`config.mk`:
```
export PLATFORM = sky130hd
export DESIGN_NAME = rcg_rx_condition_write_guard
export DESIGN_NICKNAME = d
export VERILOG_FILES = /design/src/hw/rcg_rx_condition_write_guard.v /design/src/hw/rcg_guard_reg.v
export VERILOG_INCLUDE_DIRS = /design/src /design/src/include
export SDC_FILE = /design/constraint.sdc
export NUM_CORES = 1
export LEC_CHECK = 0
export BUFFER_PORTS_ARGS = -buffer_cell sky130_fd_sc_hd__buf_2
export CORE_UTILIZATION = 46
export DETAILED_ROUTE_END_ITERATION = 8
export PLACE_DENSITY_LB_ADDON = 0.25
export SETUP_SLACK_MARGIN = 0.4
export SLEW_MARGIN = 20
export SYNTH_ARGS = -nofsm -noshare
export SYNTH_HDL_FRONTEND = slang
export SYNTH_SLANG_ARGS = --single-unit
```
`constraint.sdc`:
```
create_clock -name clk -period 1.32 [get_ports clk]
set_clock_uncertainty 0.1 [all_clocks]
set_input_delay 0.066 -clock clk [delete_from_list [all_inputs] [get_ports clk]]
set_output_delay 0.066 -clock clk [all_outputs]
set_load 0.01 [all_outputs]
```
`src/include/rcg_defs.vh`:
```
`ifndef RCG_DEFS_VH
`define RCG_DEFS_VH
// ------------------------------------------------------------
// control bus offsets
// ------------------------------------------------------------
`define RCG_ADDR_FLAGS_A 8'h0e
`define RCG_ADDR_FLAGS_B 8'h0f
`define RCG_ADDR_SNAP_A 8'h1c
`define RCG_ADDR_SNAP_B 8'h1d
// ------------------------------------------------------------
// flag register a fields
// ------------------------------------------------------------
`define RCG_A_NO_SIGNAL 0
`define RCG_A_QUIET_LINE 1
`define RCG_A_HALT_LINE 2
`define RCG_A_MASTER_LINE 3
`define RCG_A_NOISE_LINE 4
`define RCG_A_NOISE_LIMIT 5
`define RCG_A_LINE_CHANGE 6
`define RCG_A_UNKNOWN_INVALID 7
// ------------------------------------------------------------
// flag register b fields
// ------------------------------------------------------------
`define RCG_B_IDLE_LINE 0
`define RCG_B_DWELL_LIMIT 1
`define RCG_B_ACTIVE_LINE 2
`define RCG_B_UNKNOWN_VALID 3
`define RCG_B_CASCADE_SERVICE 4
`define RCG_B_BUFFER_SLIP 5
`define RCG_B_SUPER_IDLE 6
`define RCG_B_RESERVED 7
// ------------------------------------------------------------
// implemented bits and reset values
// ------------------------------------------------------------
`define RCG_MASK_A 8'hff
`define RCG_MASK_B 8'h7f
`define RCG_RST_FLAGS 8'h00
`define RCG_RST_SNAP 8'h00
`define RCG_RST_RDATA 8'h00
`endif

```
`src/hw/rcg_rx_condition_write_guard.v`:
```
`include "rcg_defs.vh"
`default_nettype none
// Operation
// - reading flag register a copies its current value into snapshot a.
// - writing flag a leaves differing bits untouched and raises write inhibit.
// - reading flag register b copies its current value into snapshot b.
// - writing flag b leaves differing bits untouched and raises write inhibit.
// - snapshot a bits: no-signal up to unknown-line-invalid at the top bit.
// - snapshot b bits: idle-line up to super-idle, top bit reserved.
// - snapshot b bit four mirrors the shared cascade or service event flag.
module rcg_rx_condition_write_guard (
  input wire clk,
  input wire rst_b,
  // control bus, one-cycle strobes on clk
  input wire [7:0] cb_addr,
  input wire cb_rd,
  input wire cb_wr,
  input wire [7:0] cb_wdata,
  output wire [7:0] cb_rdata,
  output wire cb_ack,
  // receive events, set flag register a
  input wire no_signal_set,
  input wire quiet_line_set,
  input wire halt_line_set,
  input wire master_line_set,
  input wire noise_line_set,
  input wire noise_limit_set,
  input wire line_change_set,
  input wire unknown_line_invalid_set,
  // receive events, set flag register b
  input wire idle_line_set,
  input wire line_dwell_limit_set,
  input wire active_line_set,
  input wire unknown_line_valid_set,
  input wire cascade_or_service_event_set,
  input wire elastic_buffer_slip_set,
  input wire super_idle_set,
  // to the interrupt condition register and the rest of the device
  output wire write_inhibit_flag_set,
  output wire [7:0] rx_condition_flags_a,
  output wire [7:0] rx_condition_flags_b,
  output wire [7:0] rx_condition_snapshot_a,
  output wire [7:0] rx_condition_snapshot_b
);

  // ------------------------------------------------------------
  // address decode
  // ------------------------------------------------------------
  wire hit_flags_a;
  wire hit_flags_b;
  wire hit_snap_a;
  wire hit_snap_b;
  wire rd_go;
  wire wr_go;
  wire rd_flags_a;
  wire wr_flags_a;
  wire wr_snap_a;
  wire rd_flags_b;
  wire wr_flags_b;
  wire wr_snap_b;
  wire [7:0] set_a;
  wire [7:0] set_b;
  wire [7:0] flags_a_q;
  wire [7:0] flags_b_q;
  wire [7:0] snap_a_q;
  wire [7:0] snap_b_q;
  wire inhibit_a;
  wire inhibit_b;
  wire inhibit_any;
  reg [7:0] rdata_r;
  reg [7:0] rdata_nxt;
  reg ack_r;
  reg inhibit_r;

  assign hit_flags_a = (cb_addr == `RCG_ADDR_FLAGS_A);
  assign hit_flags_b = (cb_addr == `RCG_ADDR_FLAGS_B);
  assign hit_snap_a = (cb_addr == `RCG_ADDR_SNAP_A);
  assign hit_snap_b = (cb_addr == `RCG_ADDR_SNAP_B);
  // a read and a write in one cycle: the read is served, the write dropped
  assign rd_go = cb_rd;
  assign wr_go = cb_wr & ~cb_rd;

  // ------------------------------------------------------------
  // per-register strobes
  // ------------------------------------------------------------
  // a read of flags a also loads snapshot a
  assign rd_flags_a = rd_go & hit_flags_a;
  // a write of flags a is guarded bit by bit
  assign wr_flags_a = wr_go & hit_flags_a;
  // snapshot a takes a write directly
  assign wr_snap_a = wr_go & hit_snap_a;
  // a read of flags b also loads snapshot b
  assign rd_flags_b = rd_go & hit_flags_b;
  // a write of flags b is guarded bit by bit
  assign wr_flags_b = wr_go & hit_flags_b;
  // snapshot b takes a write directly
  assign wr_snap_b = wr_go & hit_snap_b;

  // ------------------------------------------------------------
  // event bit placement
  // ------------------------------------------------------------
  // layout of registers a and b
  assign set_a[`RCG_A_NO_SIGNAL] = no_signal_set;
  assign set_a[`RCG_A_QUIET_LINE] = quiet_line_set;
  assign set_a[`RCG_A_HALT_LINE] = halt_line_set;
  assign set_a[`RCG_A_MASTER_LINE] = master_line_set;
  assign set_a[`RCG_A_NOISE_LINE] = noise_line_set;
  assign set_a[`RCG_A_NOISE_LIMIT] = noise_limit_set;
  assign set_a[`RCG_A_LINE_CHANGE] = line_change_set;
  assign set_a[`RCG_A_UNKNOWN_INVALID] = unknown_line_invalid_set;
  assign set_b[`RCG_B_IDLE_LINE] = idle_line_set;
  assign set_b[`RCG_B_DWELL_LIMIT] = line_dwell_limit_set;
  assign set_b[`RCG_B_ACTIVE_LINE] = active_line_set;
  assign set_b[`RCG_B_UNKNOWN_VALID] = unknown_line_valid_set;
  // one shared flag, meaning chosen by operating mode elsewhere
  assign set_b[`RCG_B_CASCADE_SERVICE] = cascade_or_service_event_set;
  assign set_b[`RCG_B_BUFFER_SLIP] = elastic_buffer_slip_set;
  assign set_b[`RCG_B_SUPER_IDLE] = super_idle_set;
  // reserved bit is never set by hardware and reads zero in the flags
  assign set_b[`RCG_B_RESERVED] = 1'b0;

  // ------------------------------------------------------------
  // guarded flag registers
  // ------------------------------------------------------------
  // snapshot a on read, guarded write of a, snapshot a direct
  rcg_guard_reg #(
    .WIDTH(8),
    .MASK(`RCG_MASK_A),
    .RST_FLAGS(`RCG_RST_FLAGS),
    .RST_SNAP(`RCG_RST_SNAP)
  ) u_guard_a (
    .clk(clk),
    .rst_b(rst_b),
    .hw_set(set_a),
    .rd_flag(rd_flags_a),
    .wr_flag(wr_flags_a),
    .wr_snap(wr_snap_a),
    .wdata(cb_wdata),
    .flag_q(flags_a_q),
    .snap_q(snap_a_q),
    .inhibit(inhibit_a)
  );

  // snapshot b on read, guarded write of b, snapshot b direct
  rcg_guard_reg #(
    .WIDTH(8),
    .MASK(`RCG_MASK_B),
    .RST_FLAGS(`RCG_RST_FLAGS),
    .RST_SNAP(`RCG_RST_SNAP)
  ) u_guard_b (
    .clk(clk),
    .rst_b(rst_b),
    .hw_set(set_b),
    .rd_flag(rd_flags_b),
    .wr_flag(wr_flags_b),
    .wr_snap(wr_snap_b),
    .wdata(cb_wdata),
    .flag_q(flags_b_q),
    .snap_q(snap_b_q),
    .inhibit(inhibit_b)
  );

  // ------------------------------------------------------------
  // read data and answer
  // ------------------------------------------------------------
  always @* begin
    rdata_nxt = rdata_r;
    if (rd_go) begin
      case (1'b1)
        hit_flags_a: rdata_nxt = flags_a_q;
        hit_flags_b: rdata_nxt = flags_b_q;
        hit_snap_a: rdata_nxt = snap_a_q;
        hit_snap_b: rdata_nxt = snap_b_q;
        default: rdata_nxt = `RCG_RST_RDATA;
      endcase
    end
  end

  // ------------------------------------------------------------
  // read data register
  // ------------------------------------------------------------
  always @(posedge clk or negedge rst_b) begin
    if (!rst_b) begin
      rdata_r <= `RCG_RST_RDATA;
    end else begin
      rdata_r <= rdata_nxt;
    end
  end

  // ------------------------------------------------------------
  // bus answer
  // ------------------------------------------------------------
  // unmapped accesses are answered too, so the host never waits forever
  always @(posedge clk or negedge rst_b) begin
    if (!rst_b) begin
      ack_r <= 1'b0;
    end else begin
      ack_r <= rd_go | wr_go;
    end
  end

  // ------------------------------------------------------------
  // write inhibit pulse
  // ------------------------------------------------------------
  // rejected write of a or b
  assign inhibit_any = inhibit_a | inhibit_b;
  // one pulse per rejected access; the interrupt register keeps the level
  always @(posedge clk or negedge rst_b) begin
    if (!rst_b) begin
      inhibit_r <= 1'b0;
    end else begin
      inhibit_r <= inhibit_any;
    end
  end

  assign cb_rdata = rdata_r;
  assign cb_ack = ack_r;
  assign write_inhibit_flag_set = inhibit_r;
  assign rx_condition_flags_a = flags_a_q;
  assign rx_condition_flags_b = flags_b_q;
  assign rx_condition_snapshot_a = snap_a_q;
  assign rx_condition_snapshot_b = snap_b_q;
endmodule // rcg_rx_condition_write_guard
`default_nettype wire

```
`src/hw/rcg_guard_reg.v`:
```
`default_nettype none
module rcg_guard_reg #(
  parameter WIDTH = 8,
  parameter [WIDTH-1:0] MASK = {WIDTH{1'b1}},
  parameter [WIDTH-1:0] RST_FLAGS = {WIDTH{1'b0}},
  parameter [WIDTH-1:0] RST_SNAP = {WIDTH{1'b0}}
) (
  input wire clk,
  input wire rst_b,
  input wire [WIDTH-1:0] hw_set,
  input wire rd_flag,
  input wire wr_flag,
  input wire wr_snap,
  input wire [WIDTH-1:0] wdata,
  output wire [WIDTH-1:0] flag_q,
  output wire [WIDTH-1:0] snap_q,
  output wire inhibit
);
  reg [WIDTH-1:0] flag_r;
  reg [WIDTH-1:0] flag_nxt;
  reg [WIDTH-1:0] snap_r;
  reg [WIDTH-1:0] snap_nxt;
  wire [WIDTH-1:0] differ;

  assign differ = (flag_r ^ snap_r) & MASK;
  assign inhibit = wr_flag & (|differ);
  assign flag_q = flag_r;
  assign snap_q = snap_r;

  always @* begin
    flag_nxt = flag_r;
    if (wr_flag) begin
      // bits that disagree keep their value; equal bits take the write
      flag_nxt = (flag_r & differ) | (wdata & ~differ);
    end
    // a receive event in the same cycle as a clear still lands
    flag_nxt = (flag_nxt | hw_set) & MASK;
  end

  always @* begin
    snap_nxt = snap_r;
    if (rd_flag) begin
      snap_nxt = flag_r;
    end else if (wr_snap) begin
      snap_nxt = wdata;
    end
  end

  always @(posedge clk or negedge rst_b) begin
    if (!rst_b) begin
      flag_r <= RST_FLAGS;
      snap_r <= RST_SNAP;
    end else begin
      flag_r <= flag_nxt;
      snap_r <= snap_nxt;
    end
  end
endmodule // rcg_guard_reg
`default_nettype wire

```
==> flow_summary.toml <==
[yosys]
yosysTopAreaCellShare_pct = 42.9
synth-main-ff-cell = "dfrtp_1"
async_reset_ff_share_pct = 100
yosys-top-cells-area = "dfrtp_1 43%, a211oi_1 8.2%, a221o_1 7.1%"
synthCells = 248
yosys_warnings = 0
synth_area_sq_um = 2390
synthesis.nets = 283
avgSynthCellArea_sq_um = 9.64
yosysSeqAreaShare_pct = 42.9
synth.distinct_cells = 37
yosysTopAreaCell = "dfrtp_1"
synth_seq_cells = 41
synth-edff-count = 0

[finish]
syn2layout_area_growth_pct = 91.9
finalNonFillerCells = 470
nets = 437
n_antenna_cell = 0
drive_gt1_share_pct = 64.0
fin_area_sq_um = 4590

[timing]
finalMaxSlewViolations = 0
setup_ws_ns = -0.120
setup_viol = 6
rsz0062_at_grt = "true"
fmax_mhz = 695
post-route-period-util_pct = 109
holdWs_ns = -0.0340
post-route-min-period_ns = 1.44
hold_viol = 2
timing.setup.tns_ns = -0.317

[place]
dp_cells = 417
hpwl_mm = 5.05
place_congestion = 0.859
port_buffers = 75
postPlaceCellArea_sq_um = 3180

[global_routing]
track_usage_pct = 36.3
grt-ovfl-total = 0
grt_pass1_wl_mm = 14.8
grt_pass1_vias = 2872
antenna_found_initial = 0
grt_max_degree = 42

[status]
outcome = "complete, but fails checks"
violations = "negative hold slack, negative setup slack"

[power_and_ir_drop]
swShare_pct = 36.2
internal_power_uw = 2550
powerDensity_nw_per_um2 = 870
power.net_switching_uw = 1450
p_leak_uw = 0.00197
power_frac_seq_pct = 39.3
peakVddDrop_mv = 0.746
pwr-share-clk_pct = 21.5
p_comb_share_pct = 39.1

[clock_tree]
cts.path.max_buffers = 2
cts_tree = "built"
hold_buffers = 12
clk_latency_ns = 0.31
ctsHtreeMaxLevel = 2
cts_root_buffer = "clkbuf_8"
clkSinkCount = 41
path_clk_slew_ns = 0.08
cts_buffers = 5

[floorplan]
die-area_sq_um = 5490
initial_core_util_pct = 49.3
ios = 77
num_rows = 25
core_area_sq_um = 4850
die_y_microns = 74.1
die_w_microns = 74.1

[setup_path]
cp_num_buf_inv = 0
crit_family = "compound AO/OA/AOI/OAI gates"
crit_arrival_ns = 1.54
end_kind = "flip-flop"
crit_path_max_fanout = 3
crit_slowest_cell = "dfrtp_1"
crit_chain = "and3b_1 -> o21ai_1 -> a221oi_2 -> a221o_1"
crit_type = "reg2reg"
crit_required_ns = 1.42
slowest_delay_ns = 0.43
startpoint_type = "flip-flop"

[detailed_routing]
vias = 3199
first_pass_iters = 6
drt_wl_total_mm = 11.8
drc = 0
ant_nets = 0
post_drt_wl_per_cell_microns = 25.0
via_per_inst = 6.81
drt-initial-drc-count = 386

[worst_hold_path]
min_path_type = "in2reg"

[run]
cap_violations = 0
-- cell type report --
type | instances | area (sq um)
inverters | 17 | 93.8
fillers | 121 | 262
repair buffers | 161 | 1520
well taps | 67 | 83.8
clock buffers | 6 | 72.6
multi-input cells | 176 | 1770
clock inverters | 2 | 10.0
flip-flops and latches | 41 | 1040
-- cells in the final DEF, fill, tap and decap left out, types with 4 or more instances in the layout --
| cell | instances |
|---|---|
| xnor2_1 | 10 |
| mux2i_1 | 5 |
| buf_2 | 45 |
| inv_2 | 5 |
| dlygate4sd3_1 | 11 |
| inv_4 | 8 |
| clkbuf_8 | 5 |
| dfrtp_2 | 8 |
| a221oi_2 | 7 |
| nand4_1 | 4 |
| buf_12 | 6 |
| nand2_1 | 18 |
| a221o_1 | 17 |
| o21ai_2 | 6 |
| nor4_2 | 5 |
| o21ai_1 | 4 |
| buf_4 | 30 |
| nor2_1 | 12 |
| a211oi_1 | 6 |
| a211oi_2 | 19 |
| and3b_1 | 6 |
| dfrtp_1 | 33 |
| nor3_2 | 4 |
| buf_6 | 64 |
| nor4_4 | 9 |
| nor3_4 | 7 |
-- Yosys cell counts, drive strengths merged (3+ instances only) --
cell,count
nor3b,3
xor2,3
nor3,12
mux2i,5
xnor2,12
a211oi,26
inv,17
nand4,4
o21ai,10
a221oi,7
a221o,17
nand2,19
and3b,7
nor2,15
buf,12
nor4,14
dfrtp,41
-- cell families after synthesis --
group                  Yosys count  synth area share, %
flip-flops                      41                 42.9
other                            1                0.157
AO/OA/AOI/OAI                   71                 23.5
XOR/XNOR                        15                 5.50
multiplexers                     5                 2.09
AND/OR/NAND/NOR                 84                 19.7
buffers and inverters           31                 6.07
-- per-stage QoR --
step	utilization (%)	total power, uW	hold slack [ns]	worst slack (ns)
global route	94.6	4110	-0.0339	-0.185
floorplan	-	1980	-0.330	-0.0857
finish	94.6	3990	-0.0340	-0.120
CTS	86.5	3610	-0.0574	-0.00518
global placement	65.7	2410	-0.0436	-0.165
detailed placement	65.7	2430	-0.0447	-0.189
-- sequential cells by signal, indices dropped and copies added, names as in the netlist --
signal	count
u_guard_b.snap_q	8
write_inhibit_flag_set	1
cb_rdata	8
u_guard_a.flag_q	8
u_guard_a.snap_q	8
cb_ack	1
u_guard_b.flag_q	7
-- final timing paths --
| check | start | to | slack, ns | depth (start not counted) |
|---|---|---|---|---|
| min reg2reg | cb_rdata[7] | cb_rdata[7] | 0.44 | 1 |
| max reg2reg | u_guard_b.snap_q[4] | cb_rdata[4] | -0.12 | 4 |
| max in group asynchronous | rst_b | u_guard_b.flag_q[6] | 0.74 | 3 |
| min | cb_rd | cb_ack | -0.03 | 3 |
| max | u_guard_b.snap_q[4] | cb_rdata[4] | -0.12 | 4 |
| min in group asynchronous | rst_b | u_guard_a.flag_q[1] | 0.15 | 3 |
-- power by group through the flow --
stage / Combinational [uW] / Sequential (uW) / Clock [uW]
floorplan: 385 / 1600 / 0
global placement: 876 / 1530 / 0
detailed placement: 893 / 1540 / 0
CTS: 1250 / 1530 / 827
global route: 1640 / 1580 / 898
finish: 1560 / 1570 / 860
-- tightest hold or removal path, cell delays in order --
cell and delay, ns:
buf_6 0.07, buf_4 0.10, or2_2 0.10
-- routing by layer --
layer / global-route usage (%) / vias to the layer above / part of all wire [%]
li1: - / 1272 / -
met1: 44.3 / 1545 / 36
met2: 60.7 / 302 / 48
met3: 9.21 / 80 / 10
met4: 16.0 / 0 / 5.7
met5: 0 / - / 0
-- timing repair --
| item | CTS | global route |
|---|---|---|
| setup endpoints to repair | 81 | 82 |
| pin swaps | 32 | 19 |
| setup buffers | 19 | 10 |
| gates cloned | 4 | 0 |
| resized for setup | 140 | 64 |
| hold endpoints to repair | 57 | 1 |
No activity file was read; power rests on OpenSTA's default activity.
